--- src/sadt_pkg.sv ---
// shared constants, types and state layout for the arbitration and dma termination block
package sadt_pkg;
    // clock and bus-phase timing
    localparam int CLK_NS          = 5;
    localparam int BUS_FREE_MIN_NS = 400;
    localparam int BUS_FREE_MAX_NS = 1200;
    localparam int BUS_FREE_NOM_NS = 800;
    localparam int ARB_EXTRA_NS    = 900;
    localparam int ARB_MIN_NS      = 1200;
    localparam int ARB_MAX_NS      = 2200;
    localparam int FREE_CYC_DEF    = (BUS_FREE_NOM_NS + CLK_NS - 1) / CLK_NS;
    localparam int EXTRA_CYC_DEF   = (ARB_EXTRA_NS + CLK_NS - 1) / CLK_NS;
    localparam int ARB_MIN_CYC     = (ARB_MIN_NS + CLK_NS - 1) / CLK_NS;
    localparam int ARB_MAX_CYC     = ARB_MAX_NS / CLK_NS;
    localparam int CNT_W           = 9;

    // register indices, byte address is four times the index
    localparam logic [2:0] IDX_DATA   = 3'h0;
    localparam logic [2:0] IDX_STATUS = 3'h1;
    localparam logic [2:0] IDX_MODE   = 3'h2;
    localparam logic [2:0] IDX_TCMD   = 3'h3;
    localparam logic [2:0] IDX_START  = 3'h4;
    localparam logic [2:0] IDX_IRQ    = 3'h5;

    // field positions
    localparam int ST_AIP_BIT   = 6;
    localparam int MD_ARB_BIT   = 0;
    localparam int MD_DMA_BIT   = 1;
    localparam int MD_BLK_BIT   = 2;
    localparam int MD_SEND_BIT  = 3;
    localparam int MD_LOST_BIT  = 7;
    localparam int TC_LAST_BIT  = 7;
    localparam int IRQ_MM_BIT   = 0;
    localparam int IRQ_RSL_BIT  = 1;

    typedef enum logic [2:0] {
        ARB_IDLE  = 3'b000,
        ARB_FREE  = 3'b001,
        ARB_DELAY = 3'b010,
        ARB_DRIVE = 3'b011,
        ARB_LOST  = 3'b100
    } sadt_arb_t;

    typedef enum logic [1:0] {
        XF_IDLE = 2'b00,
        XF_WAIT = 2'b01,
        XF_ACK  = 2'b10
    } sadt_xfr_t;

    typedef struct packed {
        sadt_arb_t        arb;
        sadt_xfr_t        xfr;
        logic [CNT_W-1:0] cnt;
        logic             arbitrate;
        logic             aip;
        logic             lost;
        logic             dma_en;
        logic             blockmode;
        logic             send;
        logic [7:0]       own_id;
        logic [7:0]       hold;
        logic             hold_full;
        logic             eot_seen;
        logic             last_sent;
        logic [2:0]       phase_exp;
        logic             irq_mm;
        logic             irq_rsl;
        logic             mm_q;
        logic             strobe_q;
        logic             ack_drv;
        logic             data_drv;
        logic             bsy_drv;
        logic [7:0]       out_data;
        logic             wb_ack;
        logic [7:0]       wb_dat;
    } sadt_state_t;

    localparam sadt_state_t ST_RESET = '{arb: ARB_IDLE, xfr: XF_IDLE, default: '0};
endpackage : sadt_pkg

--- src/sadt_core.sv ---
// arbitration sequencer, dma transfer engine with clean termination, wishbone registers
`timescale 1ns/1ps
`default_nettype none
module sadt_core
    import sadt_pkg::*;
#(
    parameter int FREE_CYC  = FREE_CYC_DEF,
    parameter int EXTRA_CYC = EXTRA_CYC_DEF
) (
    input  wire logic        clock,
    input  wire logic        arst_n,
    input  wire logic        wb_cyc_i,
    input  wire logic        wb_stb_i,
    input  wire logic        wb_we_i,
    input  wire logic [7:0]  wb_adr_i,
    input  wire logic [3:0]  wb_sel_i,
    input  wire logic [31:0] wb_dat_i,
    output logic      [31:0] wb_dat_o,
    output logic             wb_ack_o,
    input  wire logic        bsy_in,
    input  wire logic        sel_in,
    input  wire logic        req_in,
    input  wire logic [2:0]  phase_in,
    input  wire logic [7:0]  data_in,
    output logic             bsy_out,
    output logic             bsy_oe_n,
    output logic             ack_out,
    output logic             ack_oe_n,
    output logic      [7:0]  data_out,
    output logic             data_oe_n,
    input  wire logic        dma_acknowledge_in,
    input  wire logic        host_read_strobe,
    input  wire logic        host_write_strobe,
    input  wire logic        end_of_transfer_input,
    input  wire logic [7:0]  host_data_in,
    output logic      [7:0]  host_data_out,
    output logic             dma_request_out,
    output logic             ready_out
);

    // free interval inside its limits, total delay inside the arbitration window
    if (FREE_CYC * CLK_NS < BUS_FREE_MIN_NS || FREE_CYC * CLK_NS > BUS_FREE_MAX_NS ||
        (FREE_CYC + EXTRA_CYC) * CLK_NS < ARB_MIN_NS ||
        (FREE_CYC + EXTRA_CYC) * CLK_NS > ARB_MAX_NS ||
        FREE_CYC + EXTRA_CYC >= (1 << CNT_W)) begin : g_bad_timing
        $error("sadt_core: arbitration timing parameters out of range");
    end

    function automatic logic hit(input logic [7:0] adr, input logic [2:0] idx);
        hit = (adr[4:2] == idx) && (adr[7:5] == 3'h0) && (adr[1:0] == 2'h0);
    endfunction : hit

    sadt_state_t s_reg;
    sadt_state_t s_next;

    logic bus_idle;
    logic phase_ok;
    logic req_ok;
    logic strobe;
    logic strobe_rise;
    logic mm_now;
    logic wb_req;
    logic wb_wr;

    assign bus_idle    = !bsy_in && !sel_in;
    assign phase_ok    = (phase_in == s_reg.phase_exp);
    assign req_ok      = req_in && phase_ok;
    assign strobe      = dma_acknowledge_in && (host_read_strobe || host_write_strobe);
    assign strobe_rise = strobe && !s_reg.strobe_q;
    assign mm_now      = req_in && s_reg.dma_en && !phase_ok;
    assign wb_req      = wb_cyc_i && wb_stb_i && !s_reg.wb_ack;
    assign wb_wr       = wb_req && wb_we_i && wb_sel_i[0];

    always_comb begin
        s_next          = s_reg;
        s_next.strobe_q = strobe;
        s_next.mm_q     = mm_now;
        s_next.wb_ack   = wb_req;

        // ---------------- arbitration ----------------
        case (s_reg.arb)
            ARB_IDLE: begin
                s_next.cnt = '0;
                if (s_reg.arbitrate) begin
                    s_next.arb = ARB_FREE;
                end
            end
            ARB_FREE: begin
                if (!bus_idle) begin
                    s_next.cnt = '0;
                end else if (s_reg.cnt == CNT_W'(FREE_CYC - 1)) begin
                    s_next.cnt = '0;
                    s_next.arb = ARB_DELAY;
                end else begin
                    s_next.cnt = s_reg.cnt + CNT_W'(1);
                end
            end
            ARB_DELAY: begin
                if (!bus_idle) begin
                    s_next.cnt = '0;
                    s_next.arb = ARB_FREE;
                end else if (s_reg.cnt == CNT_W'(EXTRA_CYC - 1)) begin
                    s_next.arb      = ARB_DRIVE;
                    s_next.bsy_drv  = 1'b1;
                    s_next.data_drv = 1'b1;
                    s_next.out_data = s_reg.own_id;
                    // in-progress set with the first drive
                    s_next.aip      = 1'b1;
                end else begin
                    s_next.cnt = s_reg.cnt + CNT_W'(1);
                end
            end
            ARB_DRIVE: begin
                if (sel_in) begin
                    s_next.arb      = ARB_LOST;
                    s_next.lost     = 1'b1;
                    // release drivers on the next edge
                    s_next.bsy_drv  = 1'b0;
                    s_next.data_drv = 1'b0;
                end
            end
            ARB_LOST: begin
                s_next.bsy_drv  = 1'b0;
                s_next.data_drv = 1'b0;
            end
            default: begin
                s_next.arb = ARB_IDLE;
            end
        endcase

        // dropping the request ends arbitration and clears its flags
        if (!s_reg.arbitrate && s_reg.arb != ARB_IDLE) begin
            s_next.arb     = ARB_IDLE;
            s_next.aip     = 1'b0;
            s_next.lost    = 1'b0;
            s_next.bsy_drv = 1'b0;
            if (s_reg.arb == ARB_DRIVE || s_reg.arb == ARB_LOST) begin
                s_next.data_drv = 1'b0;
            end
        end

        // ---------------- dma transfer engine ----------------
        case (s_reg.xfr)
            XF_IDLE: begin
                s_next.ack_drv = 1'b0;
            end
            XF_WAIT: begin
                // phase mismatch blocks REQ recognition and keeps drivers off
                if (req_ok && s_reg.send && s_reg.hold_full) begin
                    s_next.out_data = s_reg.hold;
                    s_next.data_drv = 1'b1;
                    s_next.ack_drv  = 1'b1;
                    s_next.xfr      = XF_ACK;
                end else if (req_ok && !s_reg.send && !s_reg.hold_full) begin
                    s_next.hold      = data_in;
                    s_next.hold_full = 1'b1;
                    s_next.ack_drv   = 1'b1;
                    s_next.xfr       = XF_ACK;
                end
            end
            XF_ACK: begin
                if (!req_in) begin
                    // ack drops by itself, final byte too
                    s_next.ack_drv = 1'b0;
                    if (s_reg.send) begin
                        // holding register frees only after the bus handshake
                        s_next.hold_full = 1'b0;
                        s_next.data_drv  = 1'b0;
                    end
                    if (s_reg.eot_seen) begin
                        s_next.xfr = XF_IDLE;
                        if (s_reg.send) begin
                            s_next.last_sent = 1'b1;
                        end
                    end else begin
                        s_next.xfr = XF_WAIT;
                    end
                end
            end
            default: begin
                s_next.xfr = XF_IDLE;
            end
        endcase

        // host side of the dma transfer, one byte per strobe
        if (strobe_rise && s_reg.xfr != XF_IDLE && !s_reg.eot_seen) begin
            if (s_reg.send && host_write_strobe && !s_reg.hold_full) begin
                // a byte is taken only into an empty holding register
                s_next.hold      = host_data_in;
                s_next.hold_full = 1'b1;
                // end of transfer counts only with the last strobe
                s_next.eot_seen  = end_of_transfer_input;
            end else if (!s_reg.send && host_read_strobe && s_reg.hold_full) begin
                s_next.hold_full = 1'b0;
                if (end_of_transfer_input) begin
                    s_next.eot_seen = 1'b1;
                    if (s_reg.xfr == XF_WAIT) begin
                        s_next.xfr = XF_IDLE;
                    end
                end
            end
        end

        // transfer data driver follows BSY, dropped one edge after it goes false
        if (!bsy_in && s_reg.arb != ARB_DRIVE && s_reg.arb != ARB_DELAY) begin
            s_next.data_drv = 1'b0;
        end

        // edge capture, whichever of REQ, enable or phase mismatch came later
        if (mm_now && !s_reg.mm_q) begin
            s_next.irq_mm = 1'b1;
        end
        // only selection sets it; phase disagreement never clears it
        if (sel_in && !bsy_in && phase_in[0] && |(data_in & s_reg.own_id)) begin
            s_next.irq_rsl = 1'b1;
        end

        // ---------------- register writes ----------------
        if (wb_wr) begin
            if (hit(wb_adr_i, IDX_DATA)) begin
                s_next.own_id = wb_dat_i[7:0];
            end
            if (hit(wb_adr_i, IDX_MODE)) begin
                s_next.arbitrate = wb_dat_i[MD_ARB_BIT];
                s_next.blockmode = wb_dat_i[MD_BLK_BIT];
                s_next.send      = wb_dat_i[MD_SEND_BIT];
                // enable only accepted with BSY active, clearing always
                s_next.dma_en    = wb_dat_i[MD_DMA_BIT] && (bsy_in || s_reg.dma_en);
                if (!wb_dat_i[MD_DMA_BIT]) begin
                    // hard stop; a received byte stays readable
                    s_next.xfr      = XF_IDLE;
                    s_next.ack_drv  = 1'b0;
                    s_next.eot_seen = 1'b0;
                end
            end
            if (hit(wb_adr_i, IDX_TCMD)) begin
                s_next.phase_exp = wb_dat_i[2:0];
            end
            if (hit(wb_adr_i, IDX_START) && s_reg.dma_en && s_reg.xfr == XF_IDLE) begin
                s_next.xfr       = XF_WAIT;
                s_next.eot_seen  = 1'b0;
                s_next.hold_full = 1'b0;
                s_next.last_sent = 1'b0;
            end
            // write one to clear; a fresh event in the same cycle wins
            if (hit(wb_adr_i, IDX_IRQ)) begin
                if (wb_dat_i[IRQ_MM_BIT] && !(mm_now && !s_reg.mm_q)) begin
                    s_next.irq_mm = 1'b0;
                end
                if (wb_dat_i[IRQ_RSL_BIT] && !(sel_in && !bsy_in && phase_in[0] &&
                                                |(data_in & s_reg.own_id))) begin
                    s_next.irq_rsl = 1'b0;
                end
            end
        end

        // ---------------- register reads ----------------
        s_next.wb_dat = 8'h00;
        if (wb_req && !wb_we_i) begin
            if (hit(wb_adr_i, IDX_DATA)) begin
                s_next.wb_dat = s_reg.own_id;
            end
            if (hit(wb_adr_i, IDX_STATUS)) begin
                s_next.wb_dat[ST_AIP_BIT] = s_reg.aip;
                s_next.wb_dat[5:0]        = {phase_in, req_in, sel_in, bsy_in};
            end
            if (hit(wb_adr_i, IDX_MODE)) begin
                s_next.wb_dat[MD_ARB_BIT]  = s_reg.arbitrate;
                s_next.wb_dat[MD_DMA_BIT]  = s_reg.dma_en;
                s_next.wb_dat[MD_BLK_BIT]  = s_reg.blockmode;
                s_next.wb_dat[MD_SEND_BIT] = s_reg.send;
                s_next.wb_dat[MD_LOST_BIT] = s_reg.lost;
            end
            if (hit(wb_adr_i, IDX_TCMD)) begin
                s_next.wb_dat[2:0]         = s_reg.phase_exp;
                s_next.wb_dat[TC_LAST_BIT] = s_reg.last_sent;
            end
            if (hit(wb_adr_i, IDX_IRQ)) begin
                s_next.wb_dat[IRQ_MM_BIT]  = s_reg.irq_mm;
                s_next.wb_dat[IRQ_RSL_BIT] = s_reg.irq_rsl;
            end
        end
    end

    always_ff @(posedge clock or negedge arst_n) begin
        if (!arst_n) begin
            s_reg <= ST_RESET;
        end else begin
            s_reg <= s_next;
        end
    end

    assign wb_ack_o      = s_reg.wb_ack;
    assign wb_dat_o      = {24'h000000, s_reg.wb_dat};
    assign bsy_out       = 1'b0;
    assign bsy_oe_n      = !s_reg.bsy_drv;
    assign ack_out       = 1'b0;
    assign ack_oe_n      = !s_reg.ack_drv;
    assign data_out      = s_reg.out_data;
    // mismatch forces data drivers off while transferring
    assign data_oe_n     = !(s_reg.data_drv && (s_reg.arb == ARB_DRIVE || phase_ok));
    assign host_data_out = s_reg.hold;
    assign dma_request_out = s_reg.xfr != XF_IDLE && !s_reg.eot_seen &&
                             (s_reg.send ? !s_reg.hold_full : s_reg.hold_full);

    // ready only throttles in blockmode; idle or stopped engine never stalls the cpu bus
    always_comb begin
        if (!s_reg.blockmode || s_reg.xfr == XF_IDLE) begin
            ready_out = 1'b1;
        end else if (s_reg.send) begin
            // stall while held byte is untransferred
            // high again once final byte left
            ready_out = !s_reg.hold_full;
        end else begin
            // end of transfer releases the read at once
            ready_out = s_reg.hold_full || (end_of_transfer_input && dma_acknowledge_in);
        end
    end

    // ---------------- checks ----------------
    logic [CNT_W-1:0] idle_cnt;
    always_ff @(posedge clock or negedge arst_n) begin
        if (!arst_n) begin
            idle_cnt <= '0;
        end else if (!bus_idle || s_reg.arb == ARB_IDLE) begin
            // bus free only counts while arbitration is requested
            idle_cnt <= '0;
        end else if (idle_cnt != '1) begin
            idle_cnt <= idle_cnt + CNT_W'(1);
        end
    end
endmodule : sadt_core
`default_nettype wire

--- config.mk ---
export PLATFORM = sky130hd
export DESIGN_NAME = sadt_core
export DESIGN_NICKNAME = d
export VERILOG_FILES = /design/src/sadt_pkg.sv /design/src/sadt_core.sv
export SDC_FILE = /design/constraint.sdc
export NUM_CORES = 1
export LEC_CHECK = 0
export BUFFER_PORTS_ARGS = -buffer_cell sky130_fd_sc_hd__buf_2
export CAP_MARGIN = 20
export CELL_PAD_IN_SITES_DETAIL_PLACEMENT = 1
export CELL_PAD_IN_SITES_GLOBAL_PLACEMENT = 2
export CORE_MARGIN = 1.5
export CORE_UTILIZATION = 31
export CTS_CLUSTER_SIZE = 25
export DETAILED_ROUTE_END_ITERATION = 8
export PLACE_DENSITY_LB_ADDON = 0.1
export SLEW_MARGIN = 0
export SYNTH_ARGS = -nofsm -noshare
export SYNTH_HDL_FRONTEND = slang
export SYNTH_SLANG_ARGS = --single-unit
--- constraint.sdc ---
create_clock -name clock -period 2.8 [get_ports clock]
set_input_delay 0.28 -clock clock [delete_from_list [all_inputs] [get_ports clock]]
set_output_delay 0.28 -clock clock [all_outputs]
set_load 0.05 [all_outputs]
# == Word level (Yosys, flattened, before mapping) ==
# Cells that the tools add are included.
# totals
ff_bits,66
input_bits,75
out_inout_bits,56
wordCells,236
# classes
addsub,1
n_eq_ne,25
muxes,89
bitwise,1
n_reduce_logical,95
# op_table
op,count
$mux 8,8
$mux 9,6
$logic_and 1x1->1,49
$mux 2,20
$mux 1,33
$mux 10,3
$mux 3,10
$pmux 9 s3,1
$ne 3x3->1 const B,7
$eq 9x8->1 const B,2
$logic_not 1->1,17
$pmux 3 s5,1
$eq 3x2->1 const B,4
$pmux 2 s3,2
$reduce_bool 2->1,6
$reduce_and 2->1,5
$add 9x1->9 const B,1
$eq 3x3->1 const B,3
$logic_not 3->1,3
$and 8x8->8,1
$reduce_or 8->1,1
$mux 7,1
$eq 3x1->1 const B,2
$logic_or 1x1->1,6
other kinds (15),19

# == Logic depth before layout (Yosys ltp) ==
# logic_depth
word_depth,16
depth_mapped,7
depth_no_buf,6

# == Least setup slack after synthesis ==
# No wires, ideal clock.
# synth_path
path_type,reg2out
start,reg s_reg[46] (netlist name)
end,out dma_request_out
arrival_ps,2018
t_required_ps,2520
slack_ps,502
path_stages_with_launch,5
n_path_buf,1
cell_sequence,dfrtp_1 clkbuf_1 inv_1 ha_1 nor3_1
# synth_via
elab_chain_cells,2
# synth_lines
element,line,rtl
start: declaration,sadt_core.sv:53,sadt_state_t s_reg;
start signal: assignment,sadt_core.sv:289,s_reg <= s_next;
$mux 1,sadt_core.sv:304,(s_reg.send ? !s_reg.hold_full : s_reg.hold_full);
$logic_and 1x1->1,sadt_core.sv:303,assign dma_request_out = s_reg.xfr != XF_IDLE && !s_reg.eot_seen &&
end: declaration,sadt_core.sv:37,"output logic dma_request_out,"
# No other way between the ends.

# == Worst setup path in the final report ==
# layout_path
start,reg s_reg[61] (netlist name)
end,out ready_out
# layout_via
elab_chain_cells,3
# layout_lines
element,line,rtl
$logic_not 2->1,sadt_core.sv:308,if (!s_reg.blockmode || s_reg.xfr == XF_IDLE) begin
$logic_or 1x1->1,sadt_core.sv:308,
$mux 1,sadt_core.sv:308,
end: declaration,sadt_core.sv:38,output logic ready_out
# No other way between the ends.

==> flow_metrics.py <==
metrics = {
    "drt": {
        "routedWlPerCell_um": 17.57,
        "drc": 0,
        "detailedRoute.firstIterationViolations": 114,
        "routed_wirelength_um": 11210,
        "vias_per_cell": 4.962,
        "dr.pass1.iters": 4,
        "dr_total_vias": 3166,
        "ant_nets": 0,
    },
    "sta": {
        "clock_skew_ns": 0.007160,
        "rsz0062_at_grt": "no",
        "post-route-period-util_pct": 79.48,
        "setup_tns_ns": 0,
        "fin_crit_ns": 2.225,
        "slew_headroom_pct": 41.22,
        "maxSlewViolCount": 0,
        "tightest_slew_ns": 0.8817,
        "final_hold_viol_count": 0,
        "setup_ws_ns": 0.5746,
        "setup_viol": 0,
        "max_freq_mhz": 449.4,
    },
    "critical_path": {
        "worstReg2RegStart": "s_reg[52]$_DFFE_PN0P_",
        "critical_path_required_ns": 2.52,
        "arrival_ns": 1.95,
        "cpPeakStageDelay_ns": 0.50,
        "crit_buf_inv": 2,
        "cp-start-kind": "flip-flop",
        "critPathMaxFanout": 7,
        "r2r_setup_slack_ns": 0.59,
        "worstReg2RegEnd": "data_out[4]$_DFF_PN0_",
        "worst_r2r_path_depth": 6,
        "worstSetupStartpoint": "s_reg[61]$_DFF_PN0_",
        "cp_slowest_cell": "or3b_2",
        "end_kind": "output port",
        "path_cells": "inv_1, ha_1, or3b_2, buf_2",
        "crit_family": "simple AND/OR/NAND/NOR gates",
        "critPathKind": "reg -> out",
    },
    "cts": {
        "cts.path.max_buffers": 2,
        "cts_tree": "built",
        "cts_buffers": 9,
        "cts_max_level": 3,
        "clk_pin_slew_ns": 0.06,
        "clock-sinks": 66,
        "worstSkewPairLatency_ns": 0.34,
        "ctsHoldBuffers": 0,
        "post_cts_resized": 0,
        "postCtsSetupRepairBufs": 0,
        "cts_root_buf": "clkbuf_16",
    },
    "run": {
        "max-cap-violations": 0,
    },
    "floorplanning": {
        "die_h_um": 118.2,
        "io_pins": 131,
        "rows": 41,
        "die_width_um": 118.2,
        "die-area_um2": 13970,
        "initial_core_util_pct": 32.20,
        "coreArea_um2": 12770,
    },
    "placement": {
        "gp_congestion": 0.7687,
        "dp_slack_ns": 0.4647,
        "io_buffers": 77,
        "hpwl_um": 8314,
    },
    "synth": {
        "synth.top_cells.by_area": "dfrtp_1, buf_4, mux2_2, mux2i_1, a21oi_1",
        "synthFlopType": "dfrtp_1",
        "yosys_warnings": 0,
        "ys_seq_area_share_pct": 40.16,
        "postSynth.asyncResetShare_pct": 100.0,
        "avgSynthCellArea_um2": 10.13,
        "synth_top_area_cell": "dfrtp_1",
        "ys_types": 71,
        "synth_cells": 406,
        "ys_ff_latch": 66,
        "synth-edff-count": 0,
        "netlist_area_um2": 4113,
        "synthDominantCellAreaShare_pct": 40.16,
    },
    "grt": {
        "grt_max_degree": 67,
        "grt_pass1_vias": 3345,
        "grt_overflow": 0,
        "antenna_found_initial": 0,
        "grt_pass1_wl_um": 18250,
        "grt_usage_pct": 16.67,
    },
    "power": {
        "ir_drop_mv": 0.2318,
        "power_density_nw_per_um2": 620.9,
        "power_leakage_nw": 2.282,
    },
    "finish": {
        "drive_above_1_share_pct": 32.19,
        "fillers": 1470,
        "area_delta_synth_final_pct": 14.85,
        "final_cell_mix": "buf_2, dfrtp_1, mux2_2",
        "final_common_cell": "buf_2",
        "layout.nets": 542,
        "largest_reg_flops": 41,
        "num_antenna_cells": 0,
    },
    "min_path": {
        "hold_class": "in -> async",
    },
    "run_status": {
        "outcome": "finished clean",
    },
}
[logic make-up (layout without fill, tap and decap cells)]
family,after synthesis,in the layout,synth area share (%)
AO/OA/AOI/OAI,85,85,14.66
XOR/XNOR,5,5,1.065
adder cells (fa/ha/maj),6,6,1.825
buffers and inverters,84,119,12.63
flip-flops,66,66,40.16
multiplexers,46,46,13.23
other,1,26,0.09118
AND/OR/NAND/NOR,113,113,16.34
[metal layers]
layer | part of all wire [%] | track usage, %
met4 | 1.4 | 5.945
met1 | 49 | 23.05
met3 | 3.5 | 3.089
met2 | 46 | 26.02
met5 | 0 | 0
[stage by stage]
stage                     hold slack, ns  area (um^2)  utilization, %  std cells  total power, mW
after floorplan                 -0.01559         4207               -        431            1.739
after global placement            0.5012         4436           34.72        622            1.831
after detailed placement          0.5150         4436           34.72        622            1.842
after CTS                         0.1648         4723           36.98        638            2.972
after global routing              0.1755         4723           36.98        638            3.068
final                             0.1469         4723           36.98        638            2.933
[Yosys cell counts (3+ instances only)]
library cell / count
and3_1: 4
a31oi_1: 4
nand3_1: 8
a22oi_1: 7
a22o_1: 3
nand4_1: 6
mux4_2: 3
ha_1: 6
nand2_1: 14
nand2b_1: 5
a21oi_1: 22
nor2b_1: 7
mux2i_1: 12
a211oi_1: 4
clkbuf_1: 14
dfrtp_1: 66
mux2_2: 29
a211o_1: 4
xnor2_1: 4
nand3b_1: 5
nor3_1: 13
a41oi_1: 4
buf_4: 50
or2_2: 3
inv_1: 16
o21ai_0: 12
nor2_1: 23
[area by class of cell]
| class | count | area [um^2] | area share, % |
|---|---|---|---|
| inverters | 16 | 60.06 | 1.272 |
| multi-input cells | 281 | 2036 | 43.10 |
| clock buffers | 11 | 232.7 | 4.927 |
| repair buffers | 87 | 473.0 | 10.01 |
| flip-flops and latches | 66 | 1652 | 34.97 |
| well taps | 172 | 215.2 | 4.556 |
| clock inverters | 5 | 55.05 | 1.166 |
[how the worst max path moves through the flow]
stage                       endpoint  slack [ns]  depth (start not counted)
4_1_cts                    ready_out        0.55                          4
5_1_grt        data_out[7]$_DFF_PN0_        0.45                          4
6_report                   ready_out        0.57                          4
2_1_floorplan        dma_request_out        0.50                          4
3_5_place_dp     s_reg[61]$_DFF_PN0_        0.46                          5
3_3_place_gp     s_reg[61]$_DFF_PN0_        0.47                          5
[power by group]
part           internal [mW]  switching (mW)  total, mW
combinational          0.214           0.507      0.720
sequential              1.03          0.0655       1.09
clock                  0.687           0.433       1.12
total                   1.93            1.01       2.93
Power figures use the tool's default switching activity.
